==> src/rtl/rpp_pkg.sv <==
// constants, types and decode helpers for the rom program patch unit
// What this block does
// - six patch banks, each replacing one aligned two-byte rom word, twelve bytes total.
// - only reads inside the on-chip rom region are compared and substituted.
// - all banks identical, each with its own compare address and patch word.
// - each bank has three compare bytes and two patch word bytes.
// - first compare byte holds address bits 7..1; its bit 0 is not implemented.
// - second compare byte holds address bits 15..8.
// - third compare byte holds address bits 23..16, giving a 23-bit compare of address bits 23..1.
// - low patch byte supplies patch word bits 7..0.
// - high patch byte supplies patch word bits 15..8.
// - bank registers are write-only; software uses plain full-byte writes only.
// - bit 0 of a first compare byte reads undefined; here it reads zero.
// - bank n registers at 0400h plus 8n; compare +0..+2, patch word +4, +5.
// - every compare and patch bit resets to zero.
package rpp_pkg;

    // ==========================================
    // bank geometry and register map
    localparam int          NUM_BANKS   = 6;
    localparam int          BANK_IDX_W  = 3;
    localparam logic [15:0] BANK_BASE   = 16'h0400;
    localparam logic [15:0] BANK_STRIDE = 16'h0008;
    localparam logic [15:0] BANK_END    = 16'h0430;
    localparam logic [2:0]  FLD_ADDR_LO = 3'h0;
    localparam logic [2:0]  FLD_ADDR_MI = 3'h1;
    localparam logic [2:0]  FLD_ADDR_HI = 3'h2;
    localparam logic [2:0]  FLD_WORD_LO = 3'h4;
    localparam logic [2:0]  FLD_WORD_HI = 3'h5;

    localparam logic [15:0] BANK0_MATCH_ADDR_LOW  = 16'h0400;
    localparam logic [15:0] BANK0_MATCH_ADDR_MID  = 16'h0401;
    localparam logic [15:0] BANK0_MATCH_ADDR_HIGH = 16'h0402;
    localparam logic [15:0] BANK0_PATCH_WORD_LOW  = 16'h0404;
    localparam logic [15:0] BANK0_PATCH_WORD_HIGH = 16'h0405;
    localparam logic [15:0] BANK1_MATCH_ADDR_LOW  = 16'h0408;
    localparam logic [15:0] BANK1_MATCH_ADDR_MID  = 16'h0409;
    localparam logic [15:0] BANK1_MATCH_ADDR_HIGH = 16'h040a;
    localparam logic [15:0] BANK1_PATCH_WORD_LOW  = 16'h040c;
    localparam logic [15:0] BANK5_MATCH_ADDR_HIGH = 16'h042a;
    localparam logic [15:0] BANK5_PATCH_WORD_HIGH = 16'h042d;

    // hit status, write one to clear
    localparam logic [15:0] HIT_STATUS_ADDR = 16'h0440;

    // ==========================================
    // on-chip rom region and reset values
    localparam logic [23:0] ROM_FIRST  = 24'hff0000;
    localparam logic [23:0] ROM_LAST   = 24'hffffff;
    localparam logic [7:0]  RESET_BYTE = 8'h00;
    localparam logic [7:0]  READ_ZERO  = 8'h00;

    // ==========================================
    // carriers
    typedef struct packed
    {
        logic [23:1] match_addr;
        logic [15:0] patch_word;
    } rpp_bank_t;

    typedef struct packed
    {
        logic        rd;
        logic [23:0] addr;
    } rpp_fetch_t;

    localparam rpp_bank_t RESET_BANK = '0;

    // ==========================================
    // decode helpers
    function automatic logic is_bank_addr(input logic [15:0] a);
        return (a >= BANK_BASE) && (a < BANK_END);
    endfunction

    function automatic logic [BANK_IDX_W-1:0] bank_of(input logic [15:0] a);
        logic [15:0] d;
        d = a - BANK_BASE;
        return d[5:3];
    endfunction

    function automatic logic in_rom(input logic [23:0] a);
        return (a >= ROM_FIRST) && (a <= ROM_LAST);
    endfunction

endpackage

==> src/rtl/rpp_patch_sel.sv <==
// lowest-numbered-bank priority selector for patch matches
`timescale 1ns/1ps
module rpp_patch_sel
(
    input  wire logic [rpp_pkg::NUM_BANKS-1:0]         match,
    input  wire logic [rpp_pkg::NUM_BANKS-1:0][15:0]   words,
    output logic                                       hit,
    output logic [rpp_pkg::BANK_IDX_W-1:0]             index,
    output logic [15:0]                                word
);

    // ==========================================
    // scan from the top so the lowest match is left standing
    always_comb
    begin
        hit   = 1'b0;
        index = '0;
        word  = 16'h0000;
        for (int i = rpp_pkg::NUM_BANKS - 1; i >= 0; i--)
        begin
            if (match[i])
            begin
                hit   = 1'b1;
                index = rpp_pkg::BANK_IDX_W'(i);
                word  = words[i];
            end
        end
    end

endmodule

==> src/rtl/rpp_patch_unit.sv <==
// rom program patch unit: bank registers, address compare and word substitution
`timescale 1ns/1ps
module rpp_patch_unit
(
    input  wire logic                  sys_clk,
    input  wire logic                  rst_b,
    input  wire logic [15:0]           reg_addr,
    input  wire logic [7:0]            reg_wdata,
    input  wire logic                  reg_wr,
    input  wire logic                  reg_rd,
    output logic [7:0]                 reg_rdata,
    input  wire rpp_pkg::rpp_fetch_t   fetch,
    input  wire logic [15:0]           rom_rdata,
    output logic                       code_valid,
    output logic [15:0]                code_rdata,
    output logic                       patch_hit,
    output logic [2:0]                 patch_bank
);

    // ==========================================
    // bank storage
    rpp_pkg::rpp_bank_t                      bank [rpp_pkg::NUM_BANKS];
    logic                                    wr_bank_sel;
    logic [rpp_pkg::BANK_IDX_W-1:0]          wr_bank_idx;
    logic [2:0]                              wr_field;
    logic [rpp_pkg::NUM_BANKS-1:0]           match;
    logic [rpp_pkg::NUM_BANKS-1:0][15:0]     words;
    logic                                    fetch_in_rom;
    logic                                    sel_hit;
    logic [rpp_pkg::BANK_IDX_W-1:0]          sel_index;
    logic [15:0]                             sel_word;
    logic [rpp_pkg::NUM_BANKS-1:0]           hit_flags;
    logic [rpp_pkg::NUM_BANKS-1:0]           next_hit_flags;
    logic [rpp_pkg::NUM_BANKS-1:0]           hit_set;
    logic                                    status_wr;
    logic                                    wr_seen;

    // ==========================================
    // write decode
    always_comb
    begin
        wr_bank_sel = reg_wr && rpp_pkg::is_bank_addr(reg_addr);
        wr_bank_idx = rpp_pkg::bank_of(reg_addr);
        wr_field    = reg_addr[2:0];
        status_wr   = reg_wr && (reg_addr == rpp_pkg::HIT_STATUS_ADDR);
    end

    // ==========================================
    // bank registers, written as whole bytes only
    always_ff @(posedge sys_clk or negedge rst_b)
    begin
        if (!rst_b)
        begin
            for (int i = 0; i < rpp_pkg::NUM_BANKS; i++)
            begin
                bank[i] <= rpp_pkg::RESET_BANK;
            end
        end
        else if (wr_bank_sel)
        begin
            for (int i = 0; i < rpp_pkg::NUM_BANKS; i++)
            begin
                if (wr_bank_idx == rpp_pkg::BANK_IDX_W'(i))
                begin
                    case (wr_field)
                        rpp_pkg::FLD_ADDR_LO:
                        begin
                            bank[i].match_addr[7:1] <= reg_wdata[7:1];
                        end
                        rpp_pkg::FLD_ADDR_MI:
                        begin
                            bank[i].match_addr[15:8] <= reg_wdata;
                        end
                        rpp_pkg::FLD_ADDR_HI:
                        begin
                            bank[i].match_addr[23:16] <= reg_wdata;
                        end
                        rpp_pkg::FLD_WORD_LO:
                        begin
                            bank[i].patch_word[7:0] <= reg_wdata;
                        end
                        rpp_pkg::FLD_WORD_HI:
                        begin
                            bank[i].patch_word[15:8] <= reg_wdata;
                        end
                        default:
                        begin
                        end
                    endcase
                end
            end
        end
    end

    // ==========================================
    // register read port: bank registers read back zero
    always_ff @(posedge sys_clk or negedge rst_b)
    begin
        if (!rst_b)
        begin
            reg_rdata <= rpp_pkg::READ_ZERO;
        end
        else if (reg_rd && (reg_addr == rpp_pkg::HIT_STATUS_ADDR))
        begin
            reg_rdata <= {2'b00, hit_flags};
        end
        else
        begin
            reg_rdata <= rpp_pkg::READ_ZERO;
        end
    end

    // ==========================================
    // address compare, one comparator per bank
    always_comb
    begin
        fetch_in_rom = rpp_pkg::in_rom(fetch.addr);
        for (int i = 0; i < rpp_pkg::NUM_BANKS; i++)
        begin
            match[i] = fetch_in_rom && (fetch.addr[23:1] == bank[i].match_addr);
            words[i] = bank[i].patch_word;
        end
    end

    rpp_patch_sel u_sel
    (
        .match (match),
        .words (words),
        .hit   (sel_hit),
        .index (sel_index),
        .word  (sel_word)
    );

    // ==========================================
    // fetch answer, same latency patched or not
    always_ff @(posedge sys_clk or negedge rst_b)
    begin
        if (!rst_b)
        begin
            code_valid <= 1'b0;
        end
        else
        begin
            code_valid <= fetch.rd;
        end
    end

    always_ff @(posedge sys_clk or negedge rst_b)
    begin
        if (!rst_b)
        begin
            code_rdata <= 16'h0000;
            patch_hit  <= 1'b0;
            patch_bank <= 3'h0;
        end
        else if (fetch.rd)
        begin
            code_rdata <= sel_hit ? sel_word : rom_rdata;
            patch_hit  <= sel_hit;
            patch_bank <= sel_index;
        end
    end

    // ==========================================
    // sticky hit flags, a new hit beats a clear
    always_comb
    begin
        hit_set = '0;
        if (fetch.rd && sel_hit)
        begin
            hit_set[sel_index] = 1'b1;
        end
        next_hit_flags = hit_flags;
        if (status_wr)
        begin
            next_hit_flags = next_hit_flags & ~reg_wdata[rpp_pkg::NUM_BANKS-1:0];
        end
        next_hit_flags = next_hit_flags | hit_set;
    end

    always_ff @(posedge sys_clk or negedge rst_b)
    begin
        if (!rst_b)
        begin
            hit_flags <= '0;
        end
        else
        begin
            hit_flags <= next_hit_flags;
        end
    end

    // ==========================================
    // helper: any bank write since reset
    always_ff @(posedge sys_clk or negedge rst_b)
    begin
        if (!rst_b)
        begin
            wr_seen <= 1'b0;
        end
        else if (wr_bank_sel)
        begin
            wr_seen <= 1'b1;
        end
    end
endmodule

==> config.mk <==
export PLATFORM = sky130hd
export DESIGN_NAME = rpp_patch_unit
export DESIGN_NICKNAME = d
export VERILOG_FILES = /design/src/rtl/rpp_pkg.sv /design/src/rtl/rpp_patch_sel.sv /design/src/rtl/rpp_patch_unit.sv
export SDC_FILE = /design/constraint.sdc
export NUM_CORES = 1
export LEC_CHECK = 0
export ABC_AREA = 1
export ABC_CLOCK_PERIOD_IN_PS = 1570
export BUFFER_PORTS_ARGS = -buffer_cell sky130_fd_sc_hd__buf_2
export CAP_MARGIN = 20
export CORE_UTILIZATION = 35
export CTS_CLUSTER_DIAMETER = 80
export DETAILED_ROUTE_END_ITERATION = 8
export PLACE_DENSITY_LB_ADDON = 0.12
export SLEW_MARGIN = 20
export SYNTH_ARGS = -nofsm -noshare
export SYNTH_HDL_FRONTEND = slang
export SYNTH_SLANG_ARGS = --single-unit
export TNS_END_PERCENT = 20
==> constraint.sdc <==
create_clock -name sys_clk -period 1.57 [get_ports sys_clk]
set_input_delay 0.157 -clock sys_clk [delete_from_list [all_inputs] [get_ports sys_clk]]
set_output_delay 0.157 -clock sys_clk [all_outputs]
set_load 0.02 [all_outputs]
==> key figures <==
Outcome
  – Status: finished with violations
  – Failing checks: negative setup slack

Routing
  – DR WL/cell: 18.4 microns
  – DRC violations left: 0
  – 1st-pass router iterations: 5
  – Post-Route WL: 50800 microns
  – Vias: 12600
  – Drt via density: 4.56
  – DR iter-0 viols: 836
  – Antenna Violating Nets Remaining: 0

STA
  – Setup-failing EPs final: 26
  – Unrepaired setup endpoints after global routing: true
  – Max-slew headroom: 66.6%
  – F_max: 489 MHz
  – Worst clock skew: 0.0138 ns
  – Setup WS post-layout: -0.474 ns
  – Final hold vios: 0
  – Min Tclk post-route: 2.04 ns
  – Final worst path period share: 130%
  – Max-slew violation count: 0
  – TNS Setup: -9.50 ns
  – Slew @ Worst Pin: 0.500 ns

Yosys
  – Part of the Yosys area used for sequential elements: 44.1%
  – Synth cell count leaders: nand2_1, inv_1, dfrtp_1, mux2i_1, nor2_1
  – Cell with the most instances after synthesis: nand2_1
  – Yosys warnings: 0
  – Syn Inst Count: 1851
  – Async SR Flop Fraction: 100%
  – FF+latch count, synth: 267
  – Post-synth EDFFs: 0
  – Post-Syn Area per Cell: 8.18 sq um
  – Largest area contributor in the synthesized netlist: dfrtp_1
  – Synth top area cells: dfrtp_1, mux2i_1, nand2_1
  – Synth top area share: 44.1%
  – Main flop type after synthesis: dfrtp_1
  – Cell area after synthesis: 15100 sq um
  – Synth unique cells: 40

Floorplanning
  – Die height: 210 microns
  – Core area: 42300 sq um
  – Site Rows: 75
  – Die area: 44100 sq um
  – Starting density of the core: 35.8%
  – Top-Level Pins: 98
  – Die Wd: 210 microns

Global routing
  – Vias in the first global route: 12600
  – Initial antenna violation count: 2
  – Total GRT Usage: 23.7%
  – First-pass GRT wire length: 78500 microns
  – Largest net degree at the start of global routing: 62
  – Global-route congestion overflow total: 0

Layout
  – Nets: 2231
  – Area occupied by multi-input gates: 7120 sq um
  – Layout cells sized above 1: 25.0%
  – Area taken by flip-flops and latches: 6680 sq um
  – Fillers: 4167
  – Synthesis-to-finish area growth: 32.4%
  – Fin util: 47.4%

Worst setup path
  – CP max-delay cell: dfrtp_1
  – Slack of the worst reg-to-reg path: -0.47 ns
  – Worst setup SP type: register
  – Kind of cell adding the most delay to the critical path: simple AND/OR/NAND/NOR gates
  – Max incr delay on CP: 0.40 ns
  – Worst setup EP type: register
  – Crit path cell chain: xnor2_2 > nand2_1 > nor2_1 > nand2_2 > nor2_8 > buf_12 > a21oi_4 > nand2_4 > buf_12 > buf_6 > o21ai_1 > inv_1 > nand2_1
  – Critical path peak fanout: 7
  – Crit path buf inv count: 4
  – Data required time at the worst endpoint: 2.03 ns
  – Crit path kind: reg2reg
  – Crit path DAT: 2.51 ns

Clocking
  – CTS max path bufs: 3
  – TritonCTS clock tree: yes
  – Clock sink count: 267
  – Worst-path clk slew: 0.06 ns
  – Root buf cell: clkbuf_16
  – H-tree Lvls: 1
  – Skew-Pair Late Insertion Delay: 0.58 ns
  – CTS buffer count: 31

Pwr
  – Pleak: 11.8 nW
  – Cell Pwr Density: 792 nW/um^2
  – Peak VDD IR: 0.960 mV

Placed design
  – Final Wtd Congestion: 0.896
  – Detailed placer's ending HPWL: 37500 microns
  – IO buf count: 94

Min path
  – Hold WC Path Type: in2reg

Run
  – Max Cap Viol: 0
-- per-layer routing --
layer / up-vias / GRT usage, % / share of wire (%)
met5: - / 0 / 0.024
met1: 6020 / 31.7 / 46
met2: 224 / 40.9 / 48
li1: 6259 / - / -
met4: 2 / 5.29 / 2.1
met3: 68 / 2.85 / 3.2
-- worst register-to-register path, stage by stage, from the launching register on --
cell	delay, ns
dfrtp_1	0.40
xnor2_2	0.26
nand2_1	0.08
nor2_1	0.12
nand2_2	0.10
nor2_8	0.24
buf_12	0.15
a21oi_4	0.07
nand2_4	0.14
buf_12	0.13
buf_6	0.10
o21ai_1	0.06
inv_1	0.05
nand2_1	0.04
-- power by group --
group | internal (W) | switching, W
combinational | 0.000660 | 0.00102
clock | 0.00429 | 0.00296
sequential | 0.00692 | 0.0000276
total | 0.0119 | 0.00400
-- metrics by stage --
step	setup slack, ns	hold WS (ns)	total power, W	cell area, sq um	std cells
final	-0.474	0.00983	0.0159	20100	2760
after detailed placement	-0.661	0.0685	0.00868	18300	2680
after floorplan	-0.110	-0.139	0.00772	15200	1852
after CTS	-0.455	0.00707	0.0161	19800	2756
after global routing	-0.644	0.0465	0.0164	20100	2759
after global placement	-0.695	0.0671	0.00869	18300	2680
-- layout make-up --
cell class                      count  share of cell area (%)
Tap cell                          577                    3.60
Clock inverter                      8                   0.493
Multi-Input combinational cell   1133                    35.5
Sequential cell                   267                    33.3
Clock buffer                       45                    4.53
Antenna cell                        1                  0.0125
Timing Repair Buffer              357                    15.6
Inverter                          372                    6.96
-- state kept, by name, indices dropped and copies added, names as in the netlist --
signal      count
reg_rdata       6
bank          234
patch_bank      3
code_valid      1
patch_hit       1
hit_flags       6
code_rdata     16
-- path summary, 6_finish.rpt --
check                                 endpoint           from  cells past startpoint
worst max-delay path             code_rdata[0]       bank[74]                     13
worst min-delay path            code_rdata[10]  rom_rdata[10]                      5
worst max register to register   code_rdata[0]       bank[74]                     13
worst min register to register       patch_hit      patch_hit                      2
max in group asynchronous            bank[206]          rst_b                      3
min in group asynchronous             bank[92]          rst_b                      2
-- cells in the final DEF, fill, tap and decap left out, types with 8 or more instances in the layout --
cell type,count
buf_2,93
inv_2,11
xnor2_1,47
nand2_2,29
nor2_2,21
mux2i_1,159
xor2_1,38
o21ai_0,104
inv_1,360
o21ai_1,40
dlygate4sd3_1,18
nor2_1,121
nand3_1,42
nand3_2,30
dfrtp_1,267
buf_6,8
clkbuf_16,31
buf_4,190
nand2_1,379
nor3_1,10
buf_12,46
clkbuf_8,8
xnor2_2,34
nand4_1,13
nor2_4,9
-- cell families after synthesis --
kind of cell    count (synthesis)  synth area share (%)
simple gates                  700                  21.5
buf+inv                       453                  11.9
flops                         267                  44.1
mux                           159                  10.5
compound gates                152                  5.05
xor+xnor                      119                  6.88
other cells                     1                0.0248
-- repair_timing --
| item | CTS | global route |
|---|---|---|
| pin swaps | 12 | 34 |
| hold buffers | 18 | 0 |
| hold endpoints to repair | 287 | 0 |
| endpoints found under the setup margin | 26 | 26 |
| cloned | 3 | 0 |
| setup buffers | 3 | 3 |
| gates resized for setup | 55 | 41 |
Power figures use the tool's default switching activity.
